## config.mk

```make
export PLATFORM = sky130hd
export DESIGN_NAME = lpsw_top
export DESIGN_NICKNAME = d
export VERILOG_FILES = /design/src/hw/lpsw_pkg.sv /design/src/hw/lpsw_top.sv
export VERILOG_INCLUDE_DIRS = /design/src /design/src/hw
export SDC_FILE = /design/constraint.sdc
export NUM_CORES = 1
export LEC_CHECK = 0
export ABC_AREA = 1
export BUFFER_PORTS_ARGS = -buffer_cell sky130_fd_sc_hd__buf_2
export CAP_MARGIN = 10
export CORE_ASPECT_RATIO = 0.7
export CORE_MARGIN = 5
export CORE_UTILIZATION = 60
export DETAILED_ROUTE_END_ITERATION = 10
export PLACE_DENSITY = 0.91
export SYNTH_ARGS = -nofsm -noshare
export SYNTH_HDL_FRONTEND = slang
export SYNTH_SLANG_ARGS = --single-unit
```

## constraint.sdc

```tcl
create_clock -name sys_clk -period 2.18 [get_ports sys_clk]
set_input_delay 0.109 -clock sys_clk [delete_from_list [all_inputs] [get_ports sys_clk]]
set_output_delay 0.109 -clock sys_clk [all_outputs]
set_load 0.005 [all_outputs]
```

## src/hw/lpsw_params.svh

```systemverilog
// Constants of the low-power port sampler with analog wake-up.
// Assumes one 125 MHz system clock and a 32-bit AXI4-Lite register port.
`ifndef LPSW_PARAMS_SVH
`define LPSW_PARAMS_SVH

`define LPSW_CLK_KHZ      125000
`define LPSW_HSOSC_KHZ    8000
`define LPSW_OSC_DIV      20
`define LPSW_STAB_SHIFT   4
`define LPSW_DIG_STAB_US  50
`define LPSW_ANA_STAB_US  100

`define LPSW_ADDR_W       8
`define LPSW_PORT_W       24
`define LPSW_TMR_N        8
`define LPSW_SG_N         5
`define LPSW_SG_FIRST     14
`define LPSW_CNT_W        20

`define LPSW_OFF_STAB     8'h00
`define LPSW_OFF_SEQ      8'h04
`define LPSW_OFF_OPST     8'h08
`define LPSW_OFF_MASK1    8'h0C
`define LPSW_OFF_MASK2    8'h10
`define LPSW_OFF_FACT1    8'h14
`define LPSW_OFF_FACT2    8'h18
`define LPSW_OFF_CLR1     8'h1C
`define LPSW_OFF_CLR2     8'h20
`define LPSW_OFF_HOLD1    8'h24
`define LPSW_OFF_HOLD2    8'h28
`define LPSW_OFF_PSC      8'h2C
`define LPSW_OFF_EXPECT   8'h30
`define LPSW_OFF_CAPT     8'h34

`define LPSW_BIT_COUNT_LO 8
`define LPSW_BIT_SEL_HI   7
`define LPSW_BIT_SEL_LO   2
`define LPSW_BIT_DIG_EN   1
`define LPSW_BIT_ANA_EN   0
`define LPSW_BIT_SMP_WAKE 1
`define LPSW_MASK_RESET   32'hFFFF_FFFF
`define LPSW_RESP_OKAY    2'h0
`define LPSW_RESP_SLVERR  2'h2

`endif

```

## src/hw/lpsw_pkg.sv

```systemverilog
// Types of the low-power port sampler with analog wake-up.
// Assumes lpsw_params.svh is on the include path.
`include "lpsw_params.svh"

package lpsw_pkg;

  typedef enum logic [1:0] {SEQ_IDLE, SEQ_ARMED, SEQ_SETTLE} lpsw_seq_t;

  typedef struct packed {
    logic                      awvalid;
    logic [`LPSW_ADDR_W-1:0]   awaddr;
    logic                      wvalid;
    logic [31:0]               wdata;
    logic [3:0]                wstrb;
    logic                      bready;
    logic                      arvalid;
    logic [`LPSW_ADDR_W-1:0]   araddr;
    logic                      rready;
  } lpsw_axi_req_t;

  typedef struct packed {
    logic        awready;
    logic        wready;
    logic        bvalid;
    logic [1:0]  bresp;
    logic        arready;
    logic        rvalid;
    logic [31:0] rdata;
    logic [1:0]  rresp;
  } lpsw_axi_rsp_t;

  typedef struct packed {
    lpsw_seq_t                seq;
    logic [7:0]               stabCount;
    logic                     selHi;
    logic [1:0]               selLo;
    logic                     digEn;
    logic                     anaEn;
    logic [31:0]              maskFirst;
    logic [31:0]              maskSecond;
    logic [31:0]              factFirst;
    logic [31:0]              factSecond;
    logic                     holdFirst;
    logic                     holdSecond;
    logic                     deep_stop_mode;
    logic [`LPSW_PORT_W-1:0]  expected;
    logic [`LPSW_PORT_W-1:0]  captured;
    logic [`LPSW_PORT_W-1:0]  portMeta;
    logic [`LPSW_PORT_W-1:0]  portSync;
    logic                     digDone;
    logic                     adcStarted;
    logic                     adcDoneSeen;
    logic                     mismatch;
    logic                     unexpected;
    logic                     digPwr;
    logic                     anaPwr;
    logic                     adcTrig;
    logic [15:0]              oscDiv;
    logic [15:0]              ticks;
    logic [`LPSW_CNT_W-1:0]   elapsed;
    logic                     awHeld;
    logic [`LPSW_ADDR_W-1:0]  awAddr;
    logic                     wHeld;
    logic [31:0]              wData;
    logic [3:0]               wStrb;
    logic                     bValid;
    logic [1:0]               bResp;
    logic                     rValid;
    logic [31:0]              rData;
    logic [1:0]               rResp;
  } lpsw_state_t;

endpackage

```

## src/hw/lpsw_top.sv

```systemverilog
// Low-power port sampler: cyclic supply, settle, compare, A/D trigger, wake factors.
// Assumes timer, A/D and scan-group inputs are on sys_clk; the port pins are not.
//
// Design decisions made here: register access over AXI4-Lite and the address map.
`include "lpsw_params.svh"
`timescale 1ns/1ns
`default_nettype none

module lpsw_top #(
  parameter int DIG_STAB_CYC = (`LPSW_DIG_STAB_US * `LPSW_CLK_KHZ + 999) / 1000,
  parameter int OSC_TICK_CYC = (`LPSW_CLK_KHZ * `LPSW_OSC_DIV + `LPSW_HSOSC_KHZ - 1)
                               / `LPSW_HSOSC_KHZ
) (
  input  wire logic                     sys_clk,
  input  wire logic                     srst,
  input  wire lpsw_pkg::lpsw_axi_req_t  axiReq,
  output lpsw_pkg::lpsw_axi_rsp_t       axiRsp,
  input  wire logic [`LPSW_PORT_W-1:0]  portIn,
  input  wire logic [`LPSW_TMR_N-1:0]   timerTrig,
  input  wire logic                     adcDone,
  input  wire logic                     adcUnexpected,
  input  wire logic [`LPSW_SG_N-1:0]    scanGroupEndIrq,
  output logic                          digitalPowerOut,
  output logic                          analogPowerOut,
  output logic                          adcTrigger,
  output logic                          deepStopMode,
  output logic                          ioHoldFirst,
  output logic                          ioHoldSecond,
  output logic                          wakeRequest
);

  localparam logic [`LPSW_CNT_W-1:0] DIG_T  = `LPSW_CNT_W'(DIG_STAB_CYC);
  localparam logic [15:0]            TICK_T = 16'(OSC_TICK_CYC - 1);

  lpsw_pkg::lpsw_state_t q;
  lpsw_pkg::lpsw_state_t d;

  // Applies the write strobes lane by lane, so a narrow write leaves the
  // other bytes of a register as they were.
  function automatic logic [31:0] merge(input logic [31:0] oldV,
                                        input logic [31:0] newV,
                                        input logic [3:0]  strb);
    logic [31:0] res;
    res = oldV;
    for (int b = 0; b < 4; b++) begin
      if (strb[b]) begin
        res[8*b +: 8] = newV[8*b +: 8];
      end
    end
    return res;
  endfunction

  // The whole next state is built here from the registered copy; every field
  // except adcTrig, which defaults to 0, keeps its value unless a branch below gives it a new one.
  always_comb begin
    logic        doWrite;
    logic        idle;
    logic        ok;
    logic [31:0] clrFirst;
    logic [31:0] clrSecond;
    logic [31:0] setSecond;
    logic        smpEvent;
    logic        digOk;
    logic        anaOk;
    logic [2:0]  sel;
    logic [31:0] portWord;
    doWrite   = 1'b0;
    ok        = 1'b1;
    clrFirst  = '0;
    clrSecond = '0;
    setSecond = '0;
    smpEvent  = 1'b0;
    // Phase completion flags default to done outside the settle phase.
    digOk     = 1'b1;
    anaOk     = 1'b1;
    d         = q;
    d.adcTrig = 1'b0;
    idle      = (q.seq == lpsw_pkg::SEQ_IDLE);
    sel       = {q.selHi, q.selLo};
    portWord  = 32'(q.captured);

    // Port pins cross into sys_clk through two flip-flops.
    d.portMeta = portIn;
    d.portSync = q.portMeta;

    // Write channel: address and data may arrive in either order.
    // A pending response holds back the next write, so a slow bready
    // never loses a response code.
    if (axiReq.awvalid && !q.awHeld) begin
      d.awHeld = 1'b1;
      d.awAddr = axiReq.awaddr;
    end
    if (axiReq.wvalid && !q.wHeld) begin
      d.wHeld = 1'b1;
      d.wData = axiReq.wdata;
      d.wStrb = axiReq.wstrb;
    end
    if (q.bValid && axiReq.bready) begin
      d.bValid = 1'b0;
    end
    if (q.awHeld && q.wHeld && !q.bValid) begin
      doWrite  = 1'b1;
      d.awHeld = 1'b0;
      d.wHeld  = 1'b0;
      d.bValid = 1'b1;
    end

    if (doWrite) begin
      unique case (q.awAddr)
        `LPSW_OFF_STAB: begin
          if (idle && q.wStrb[1]) begin
            d.stabCount = q.wData[`LPSW_BIT_COUNT_LO +: 8];
          end
        end
        `LPSW_OFF_SEQ: begin
          if (q.wStrb[0]) begin
            if (idle) begin
              d.selHi = q.wData[`LPSW_BIT_SEL_HI];
              d.selLo = q.wData[`LPSW_BIT_SEL_LO +: 2];
            end
            d.digEn = q.wData[`LPSW_BIT_DIG_EN];
            d.anaEn = q.wData[`LPSW_BIT_ANA_EN];
          end
        end
        `LPSW_OFF_MASK1:  d.maskFirst  = merge(q.maskFirst, q.wData, q.wStrb);
        `LPSW_OFF_MASK2:  d.maskSecond = merge(q.maskSecond, q.wData, q.wStrb);
        `LPSW_OFF_CLR1:   clrFirst  = merge('0, q.wData, q.wStrb);
        `LPSW_OFF_CLR2:   clrSecond = merge('0, q.wData, q.wStrb);
        `LPSW_OFF_HOLD1: begin
          if (q.wStrb[0]) begin
            d.holdFirst = q.wData[0];
          end
        end
        `LPSW_OFF_HOLD2: begin
          if (q.wStrb[0]) begin
            d.holdSecond = q.wData[0];
          end
        end
        `LPSW_OFF_PSC: begin
          if (q.wStrb[0] && q.wData[0]) begin
            d.deep_stop_mode   = 1'b1;
            d.holdFirst  = 1'b1;
            d.holdSecond = 1'b1;
          end
        end
        `LPSW_OFF_EXPECT: begin
          d.expected = `LPSW_PORT_W'(merge(32'(q.expected), q.wData, q.wStrb));
        end
        `LPSW_OFF_OPST, `LPSW_OFF_FACT1, `LPSW_OFF_FACT2, `LPSW_OFF_CAPT: ;
        default: ok = 1'b0;
      endcase
      d.bResp = ok ? `LPSW_RESP_OKAY : `LPSW_RESP_SLVERR;
    end

    // Read channel: one outstanding read, answered the cycle after it is taken.
    // Read data is registered, so it stands unchanged until rready.
    if (q.rValid && axiReq.rready) begin
      d.rValid = 1'b0;
    end
    if (axiReq.arvalid && !q.rValid) begin
      d.rValid = 1'b1;
      d.rResp  = `LPSW_RESP_OKAY;
      unique case (axiReq.araddr)
        `LPSW_OFF_STAB:   d.rData = {16'h0000, q.stabCount, 8'h00};
        `LPSW_OFF_SEQ:    d.rData = {24'h00_0000, q.selHi, 3'h0, q.selLo,
                                     q.digEn, q.anaEn};
        `LPSW_OFF_OPST:   d.rData = {25'h000_0000, q.unexpected, q.mismatch,
                                     q.adcStarted, q.digDone, q.seq, !idle};
        `LPSW_OFF_MASK1:  d.rData = q.maskFirst;
        `LPSW_OFF_MASK2:  d.rData = q.maskSecond;
        `LPSW_OFF_FACT1:  d.rData = q.factFirst;
        `LPSW_OFF_FACT2:  d.rData = q.factSecond;
        `LPSW_OFF_HOLD1:  d.rData = {31'h0000_0000, q.holdFirst};
        `LPSW_OFF_HOLD2:  d.rData = {31'h0000_0000, q.holdSecond};
        `LPSW_OFF_PSC:    d.rData = {31'h0000_0000, q.deep_stop_mode};
        `LPSW_OFF_EXPECT: d.rData = 32'(q.expected);
        `LPSW_OFF_CAPT:   d.rData = portWord;
        `LPSW_OFF_CLR1, `LPSW_OFF_CLR2: d.rData = '0;
        default: begin
          d.rData = '0;
          d.rResp = `LPSW_RESP_SLVERR;
        end
      endcase
    end

    // Sequencer.
    // Idle waits for an enable, armed waits for the selected timer channel,
    // and settle powers the sensors until every enabled phase has finished.
    // Clearing both enables drops back to idle from any state.
    unique case (q.seq)
      lpsw_pkg::SEQ_IDLE: begin
        // arms once an enable is set
        if (d.digEn || d.anaEn) begin
          d.seq = lpsw_pkg::SEQ_ARMED;
        end
      end
      lpsw_pkg::SEQ_ARMED: begin
        if (!q.digEn && !q.anaEn) begin
          d.seq = lpsw_pkg::SEQ_IDLE;
        end else if (timerTrig[sel]) begin
          d.seq         = lpsw_pkg::SEQ_SETTLE;
          d.digDone     = 1'b0;
          d.adcStarted  = 1'b0;
          d.adcDoneSeen = 1'b0;
          d.mismatch    = 1'b0;
          d.unexpected  = 1'b0;
          d.oscDiv      = '0;
          d.ticks       = '0;
          d.elapsed     = '0;
        end
      end
      lpsw_pkg::SEQ_SETTLE: begin
        if (q.elapsed != {`LPSW_CNT_W{1'b1}}) begin
          d.elapsed = q.elapsed + 1'b1;
        end
        if (q.oscDiv == TICK_T) begin
          d.oscDiv = '0;
          if (q.ticks != 16'hFFFF) begin
            d.ticks = q.ticks + 16'h0001;
          end
        end else begin
          d.oscDiv = q.oscDiv + 16'h0001;
        end
        if (q.digEn && !q.digDone && q.elapsed >= DIG_T) begin
          d.digDone  = 1'b1;
          d.captured = q.portSync;
          d.mismatch = (q.portSync != q.expected);
        end
        if (q.anaEn && !q.adcStarted &&
            q.ticks >= {4'h0, q.stabCount, `LPSW_STAB_SHIFT'h0}) begin
          d.adcStarted = 1'b1;
          d.adcTrig    = 1'b1;
        end
        if (q.adcStarted && !q.adcDoneSeen && adcDone) begin
          d.adcDoneSeen = 1'b1;
          d.unexpected  = adcUnexpected;
        end
        digOk = !q.digEn || q.digDone;
        anaOk = !q.anaEn || q.adcDoneSeen;
        if (!q.digEn && !q.anaEn) begin
          d.seq = lpsw_pkg::SEQ_IDLE;
        end else if (digOk && anaOk) begin
          d.seq    = lpsw_pkg::SEQ_ARMED;
          smpEvent = q.mismatch || q.unexpected;
        end
      end
      default: d.seq = lpsw_pkg::SEQ_IDLE;
    endcase

    // The supply outputs are computed from the next state so that they rise
    // on the same edge that enters the settle phase.
    // supply follows settle phase
    d.digPwr = (d.seq == lpsw_pkg::SEQ_SETTLE) && d.digEn;
    d.anaPwr = (d.seq == lpsw_pkg::SEQ_SETTLE) && d.anaEn;

    for (int x = 0; x < `LPSW_SG_N; x++) begin
      setSecond[`LPSW_SG_FIRST + x] = scanGroupEndIrq[x] &&
                                      !q.maskSecond[`LPSW_SG_FIRST + x];
    end

    // A new event wins over a clear written in the same cycle.
    d.factFirst  = q.factFirst & ~clrFirst;
    d.factSecond = (q.factSecond & ~clrSecond) | setSecond;
    if (smpEvent && !q.maskFirst[`LPSW_BIT_SMP_WAKE]) begin
      d.factFirst[`LPSW_BIT_SMP_WAKE] = 1'b1;
    end
    // Any newly latched factor leaves deep stop, even against a power save
    // write in the same cycle, so a wake event is never lost.
    if ((d.factFirst & ~q.factFirst) != '0 || setSecond != '0) begin
      d.deep_stop_mode = 1'b0;
    end
  end

  // Reset clears everything except the wake masks, which start fully masked
  // so that no factor can wake the chip before software has set them.
  always_ff @(posedge sys_clk) begin
    if (srst) begin
      q            <= '0;
      q.seq        <= lpsw_pkg::SEQ_IDLE;
      q.maskFirst  <= `LPSW_MASK_RESET;
      q.maskSecond <= `LPSW_MASK_RESET;
    end else begin
      q <= d;
    end
  end

  assign axiRsp.awready  = !q.awHeld;
  assign axiRsp.wready   = !q.wHeld;
  assign axiRsp.bvalid   = q.bValid;
  assign axiRsp.bresp    = q.bResp;
  assign axiRsp.arready  = !q.rValid;
  assign axiRsp.rvalid   = q.rValid;
  assign axiRsp.rdata    = q.rData;
  assign axiRsp.rresp    = q.rResp;
  assign digitalPowerOut = q.digPwr;
  assign analogPowerOut  = q.anaPwr;
  assign adcTrigger      = q.adcTrig;
  assign deepStopMode    = q.deep_stop_mode;
  assign ioHoldFirst     = q.holdFirst;
  assign ioHoldSecond    = q.holdSecond;
  assign wakeRequest     = (q.factFirst != '0) || (q.factSecond != '0);

endmodule // lpsw_top

`default_nettype wire

```

==> summary.md, run 1 <==
| Metric | Value |
|---|---|
| Status | `finished clean` |
| Post-Syn Instances | `2561` |
| Final net count | `2860` |
| Port bufs | `143` |
| Final Hold Vio Count | `0` |
| Slew Limit Fails | `0` |
| Hold Crit Class | `in -> reg` |
| CP Cell Sequence | `nor4_1 -> nand4_1 -> nor2_1 -> nand2_1 -> buf_2` |
| Drt pass-1 iters | `7` |
| Post-synth ARST share | `0%` |
| Reg2reg setup slack | `0.17 ns` |
| First-pass GRT wire length | `89760 um` |
| Main synth FF type | `dfxtp_1` |
| Synthesized area | `17680 sq um` |
| Tmin final | `2.034 ns` |
| CP arrival | `1.92 ns` |
| Post-route ant nets | `0` |
| Slew @ Worst Pin | `0.8489 ns` |
| Final Instance Area | `20680 sq um` |
| Final Skew | `0.01930 ns` |
| WL/cell | `18.17 um` |
| Final critical-path setup slack | `0.1461 ns` |
| Initial antenna violation count | `4` |
| Worst Hold Path EP | `q[326]` |
| Critical path class | `reg -> out` |
| Worst Path Required | `2.07 ns` |
| Layout cells sized above 1 | `11.47%` |
| Post-synth EDFFs | `0` |
| Final WL | `57300 um` |
| Reg-to-reg startpoint | `axiRsp[38]` |
| Post-synthesis cell type count | `42` |
| Critical path launch point type | `register` |
| HPWL Detailed | `39180 um` |
| Clk sinks | `384` |
| Syn. warnings | `0` |
| R2R cell count | `7` |
| DRT iter0 DRCs | `3034` |
| Final setup fails | `0` |
| RSZ-0062 raised after global routing | `no` |
| Crit path capture type | `primary output` |
| Flops & latches, synth | `384` |
| Cell area after placement | `18670 sq um` |
| Critical path peak fanout | `2` |
| Clock latency on the worst-skew pair | `0.54 ns` |
| Area added between synthesis and finish | `16.94%` |
| Worst relative slew slack | `43.41%` |
| VDD IR max | `0.5795 mV` |
| Vias | `18099` |
| Seq/Total Area, Yosys | `43.47%` |
| Post-route insts no fill | `3153` |
| Clock root cell | `clkbuf_16` |
| Drt via density | `5.740` |
| Commonest non-fill, non-tap cell in the layout | `nand2_1` |
| Clock-pin slew on the worst setup and hold paths | `0.07 ns` |
| Largest net degree at the start of global routing | `141` |
| Core footprint | `28950 sq um` |
| Chip width | `215.2 um` |
| H-tree depth | `2` |
| Synth Area per Inst | `6.905 sq um` |
| WHS Path Cells | `3` |
| Starting Density | `61.08%` |
| CP max stage delay | `0.56 ns` |
| GR Util All Layers | `33.19%` |
| Tcrit/Tclk final | `93.30%` |
| Number of core rows | `52` |
| Worst path slowest cell | `nor4_1` |
| Io pins | `146` |
| Placed Cells | `3006` |
| Hold Startpoint | `srst` |
| DP Worst Slack | `0.07751 ns` |
| Max Clock Freq | `491.7 MHz` |
| Final TNS setup | `0 ns` |
| Cts bufs inserted | `36` |
| CTS tree | `yes` |
| DIE AREA | `33060 sq um` |
| Clock Tree Buf Depth | `3` |
| Pwr dens | `698.8 nW/um^2` |
| GR Overflow Total | `0` |
| Placer Congestion | `1.014` |
| Vias in the first global route | `16603` |
| Leakage | `8.997 nW` |
| Max-cap viol count | `0` |
| # DRC | `0` |
| Worst r2r dst | `q[235]` |
| Most frequent cells in the layout | `nand2_1, nor2_1, dfxtp_1` |
| Die Y | `153.6 um` |
==> per-layer routing <==
layer  track usage [%]  up-vias  part of all wire, %
met5                 0        -                0.023
met4             9.960        2                  2.8
met3             11.69      160                   15
met2             47.34     1135                   41
met1             47.37     8275                   41
li1                  -     8527                    -
==> cell type report <==
cell class / instances / area (sq um)
fillers: 2235 / 8273
repair buffers: 284 / 2041
multi-input cells: 1730 / 8118
clock buffers: 57 / 1112
flip-flops and latches: 384 / 7690
inverters: 312 / 1174
well taps: 378 / 473.0
diodes: 3 / 7.507
clock inverters: 5 / 65.06
==> worst max path at each step <==
stage                              to    from
final                     wakeRequest  q[290]
after global routing            q[85]   q[84]
after CTS                      q[104]  q[120]
after detailed placement       q[104]  q[120]
after global placement         q[105]  q[120]
after floorplan                q[101]   q[84]
==> timing repair <==
item | in CTS | in global routing
endpoints found under the hold margin | 80 | 0
hold buffers | 79 | 0
gates resized for setup | 0 | 4
buffers inserted | 0 | 3
setup endpoints to repair | 0 | 36
==> registers in the layout, summed over array words and instances, names as in the netlist <==
name and count:
adcTrigger 1, analogPowerOut 1, axiRsp 36, d 24, deepStopMode 1, digitalPowerOut 1
ioHoldFirst 1, ioHoldSecond 1, q 318
==> cell families after synthesis <==
family | count (synthesis) | share of synthesized area, %
fa+ha+maj | 14 | 0.9905
simple gates | 1250 | 29.64
buf+inv | 448 | 10.71
compound gates | 431 | 13.53
other cells | 1 | 0.02121
xor+xnor | 33 | 1.634
flops | 384 | 43.47
==> power breakdown <==
group / switching (W) / internal (W)
Clock: 0.00276 / 0.00363
Sequential: 0.000108 / 0.00714
Combinational: 0.000510 / 0.000306
==> synth_stat cells, types with 12 or more instances <==
cell,instances,area [sq um]
nand2_1,607,2278
nor2_1,389,1460
dfxtp_1,384,7687
inv_1,293,1100
o21ai_0,173,865.8
a21oi_1,167,835.8
nand3_1,131,655.6
clkbuf_1,66,247.7
o211ai_1,47,352.8
buf_4,42,315.3
nand4_1,33,206.5
xor2_1,29,254.0
nor3_1,27,135.1
buf_2,20,100.1
nor4_1,17,106.4
o221ai_1,17,148.9
ha_1,14,175.2
inv_2,13,48.80
nor2_2,12,75.07
==> metrics by stage <==
stage	hold WS [ns]	power, W	util (%)
5_1_grt	0.07305	0.01485	71.43
6_report	0.07588	0.01445	71.43
2_1_floorplan	0.2160	0.007753	-
3_5_place_dp	0.3151	0.008055	64.48
3_3_place_gp	0.3081	0.008031	64.48
4_1_cts	0.03782	0.01441	71.27
==> critical path: cells and delay by family (launching register included) <==
family,cells,cell delay (ns)
DFF,1,0.33
buffers and inverters,1,0.13
and+or+nand+nor,4,0.92
Power figures use the tool's default switching activity.
==> run 2: changes to the inputs <==
--- a/config.mk
+++ b/config.mk
@@ -9,11 +9,14 @@
 export ABC_AREA = 1
 export BUFFER_PORTS_ARGS = -buffer_cell sky130_fd_sc_hd__buf_2
 export CAP_MARGIN = 10
+export CELL_PAD_IN_SITES_DETAIL_PLACEMENT = 2
+export CELL_PAD_IN_SITES_GLOBAL_PLACEMENT = 2
 export CORE_ASPECT_RATIO = 0.7
 export CORE_MARGIN = 5
-export CORE_UTILIZATION = 60
+export CORE_UTILIZATION = 34
 export DETAILED_ROUTE_END_ITERATION = 10
 export PLACE_DENSITY = 0.91
+export SETUP_SLACK_MARGIN = 0.3
 export SYNTH_ARGS = -nofsm -noshare
 export SYNTH_HDL_FRONTEND = slang
 export SYNTH_SLANG_ARGS = --single-unit
==> summary.md, run 2 (same netlist as run 1, synthesis figures left out) <==
| Metric | Value |
|---|---|
| Status | `finished with violations` |
| Failing checks | `negative setup slack` |
| Vias in the first global route | `22423 (+35%)` |
| Final net count | `2917 (+2.0%)` |
| GR Overflow Total | `0 (unchanged)` |
| Clock-pin slew on the worst setup and hold paths | `0.08 ns (about the same)` |
| Number of core rows | `69 (+33%)` |
| Final Hold Vio Count | `0 (unchanged)` |
| Reg-to-reg startpoint | `q[87]` |
| Leakage | `9.558 nW (+6.2%)` |
| Net Sw Frac | `27.98% (+4.6 points)` |
| Largest Register | `q` |
| Slew Limit Fails | `0 (unchanged)` |
| CP max stage delay | `0.53 ns (-0.03 ns)` |
| Clock root cell | `clkbuf_16` |
| Post-route ant nets | `0 (unchanged)` |
| Critical path peak fanout | `3 (+1)` |
| Cell family with most CP delay | `simple AND/OR/NAND/NOR gates` |
| Chip width | `282.6 um (+31%)` |
| Final Skew | `0.05310 ns (+0.03381 ns)` |
| Final TNS setup | `-0.1163 ns (-0.1163 ns)` |
| WHS Path Cells | `3 (unchanged)` |
| Crit path capture type | `primary output` |
| Final critical-path setup slack | `-0.1163 ns (-0.2625 ns)` |
| Hold Crit Class | `in -> reg` |
| Int Pwr | `0.01195 W (+7.9%)` |
| Port bufs | `143 (unchanged)` |
| Pwr dens | `727.3 nW/um^2 (+4.1%)` |
| Worst relative slew slack | `35.95% (-7.5 points)` |
| Max-cap viol count | `0 (unchanged)` |
| First-pass GRT wire length | `146600 um (+63%)` |
| Worst Hold Path EP | `q[370]` |
| Final setup fails | `1 (+1)` |
| Drt via density | `6.167 (+7.4%)` |
| Placer Congestion | `0.9016 (-11%)` |
| HPWL Detailed | `57140 um (+46%)` |
| Vias | `21682 (+20%)` |
| VDD IR max | `0.5156 mV (-11%)` |
| CP Cell Sequence | `nor4_1 -> nand4_1 -> nor2_2 -> nand2_2 -> buf_2` |
| DP Worst Slack | `-0.1423 ns (-0.2198 ns)` |
| Slew @ Worst Pin | `0.9608 ns (+0.1119 ns)` |
| Sequential power share | `43.8% (-6.3 points)` |
| R2R cell count | `12 (+5)` |
| Core footprint | `51110 sq um (+77%)` |
| # DRC | `0 (unchanged)` |
| Max reg flops | `318 (unchanged)` |
| DRT iter0 DRCs | `2511 (-17%)` |
| Gate power share | `6.4% (+0.8 points)` |
| Final WL | `115500 um (+100%)` |
| Clk sinks | `384 (unchanged)` |
| Cts bufs inserted | `43 (+19%)` |
| Tcrit/Tclk final | `105.3% (+12 points)` |
| Max Clock Freq | `435.5 MHz (-11%)` |
| Clock share of power | `49.8% (+5.6 points)` |
| Area added between synthesis and finish | `28.97%` |
| Layout cells sized above 1 | `20.01% (+8.5 points)` |
| GR Util All Layers | `33.50% (+0.31 points)` |
| H-tree depth | `2 (unchanged)` |
| RSZ-0062 raised after global routing | `yes` |
| Hold Startpoint | `srst` |
| Largest net degree at the start of global routing | `179 (+27%)` |
| Tmin final | `2.296 ns (+0.2625 ns)` |
| Worst Path Required | `2.07 ns (about the same)` |
| Clock Tree Buf Depth | `3 (unchanged)` |
| WL/cell | `32.85 um (+81%)` |
| Most frequent cells in the layout | `nand2_1, dfxtp_1, nor2_1` |
| Overall Power | `0.01659 W (+15%)` |
| Reg2reg setup slack | `0.04 ns (-0.13 ns)` |
| Starting Density | `34.60% (-26 points)` |
| Io pins | `146 (unchanged)` |
| Buf/Inv on CP | `1 (unchanged)` |
| Commonest non-fill, non-tap cell in the layout | `nand2_1` |
| Worst r2r dst | `q[208]` |
| # fillers | `5856 (+160%)` |
| Initial antenna violation count | `5 (+1)` |
| Die Y | `200.8 um (+31%)` |
| Critical path class | `reg -> out` |
| Critical path launch point type | `register` |
| P_sw | `0.004641 W (+37%)` |
| Clock latency on the worst-skew pair | `0.62 ns (+0.08 ns)` |
| DIE AREA | `56750 sq um (+72%)` |
| Worst path slowest cell | `nor4_1` |
| CTS tree | `yes` |
| Drt pass-1 iters | `8 (+1)` |
| CP arrival | `2.19 ns (+0.27 ns)` |
## run 2: cell count changes in the layout (fill, tap and decap cells not counted), sizes merged
cell,delta
inv,+1
buf,+44
clkinvlp,+6
nand2,+3
diode,+1
clkbuf,+9
bufinv,+4
clkinv,-1
## run 2: layer usage
metal,track usage [%],part of all wire (%),vias to the layer above
li1,-,-,8647
met1,40.79,37,10692
met2,54.44,45,1642
met3,9.534,9.7,695
met4,16.35,8.7,6
met5,0,0.035,-
## run 2: worst reg2reg max path: stages, from the launching register on
cell and delay [ns]:
dfxtp_1 0.48, inv_2 0.12, nor2_1 0.12, nand2_1 0.09
nor2_1 0.13, nand2_1 0.10, nand3_4 0.12, nand3_4 0.18
buf_12 0.22, buf_6 0.13, nand2_2 0.06, nand2_1 0.08
nor2_1 0.23
## run 2: area by class of cell
type	instances	area, sq um	area share, %
repair buffers	330	2576	11.30
clock inverters	14	188.9	0.8284
multi-input cells	1733	8967	39.32
repair inverters	1	7.507	0.03291
well taps	674	843.3	3.697
clock buffers	64	1255	5.502
diodes	4	10.01	0.04389
flip-flops and latches	384	7749	33.97
inverters	312	1211	5.310
## run 2: power groups by stage
stage / combinational (W) / clock [W] / sequential (W)
final: 0.00106 / 0.00825 / 0.00727
after floorplan: 0.000410 / 0 / 0.00734
after CTS: 0.000907 / 0.00786 / 0.00725
after global routing: 0.00109 / 0.00840 / 0.00727
after detailed placement: 0.000754 / 0 / 0.00740
after global placement: 0.000711 / 0 / 0.00739
## run 2: per-stage QoR
stage          util (%)  area [sq um]  hold WS, ns  cells
6_report          44.63         22810      0.08092   3516
5_1_grt           44.61         22800      0.07529   3513
4_1_cts           42.66         21800      0.03129   3476
3_5_place_dp      37.31         19070       0.3227   3302
3_3_place_gp      37.31         19070       0.3217   3302
2_1_floorplan         -         17690       0.2160   2562
## run 2: worst max path at each step
stage / slack [ns] / cells after the start / to / start
final: -0.12 / 5 / wakeRequest / q[255]
after detailed placement: -0.14 / 7 / q[220] / q[80]
after CTS: 0.19 / 5 / wakeRequest / q[304]
after global placement: 0.07 / 9 / q[220] / q[75]
after floorplan: 0.53 / 10 / q[101] / q[84]
after global routing: -0.07 / 5 / wakeRequest / q[255]
## run 2: timing repair
item                                    CTS  global route
hold endpoints to repair                 80             0
buffers inserted                         16            30
pin swaps                                17            45
hold buffers                             79             0
gates resized for setup                  93           196
gates cloned                              1             6
endpoints found under the setup margin  147           209
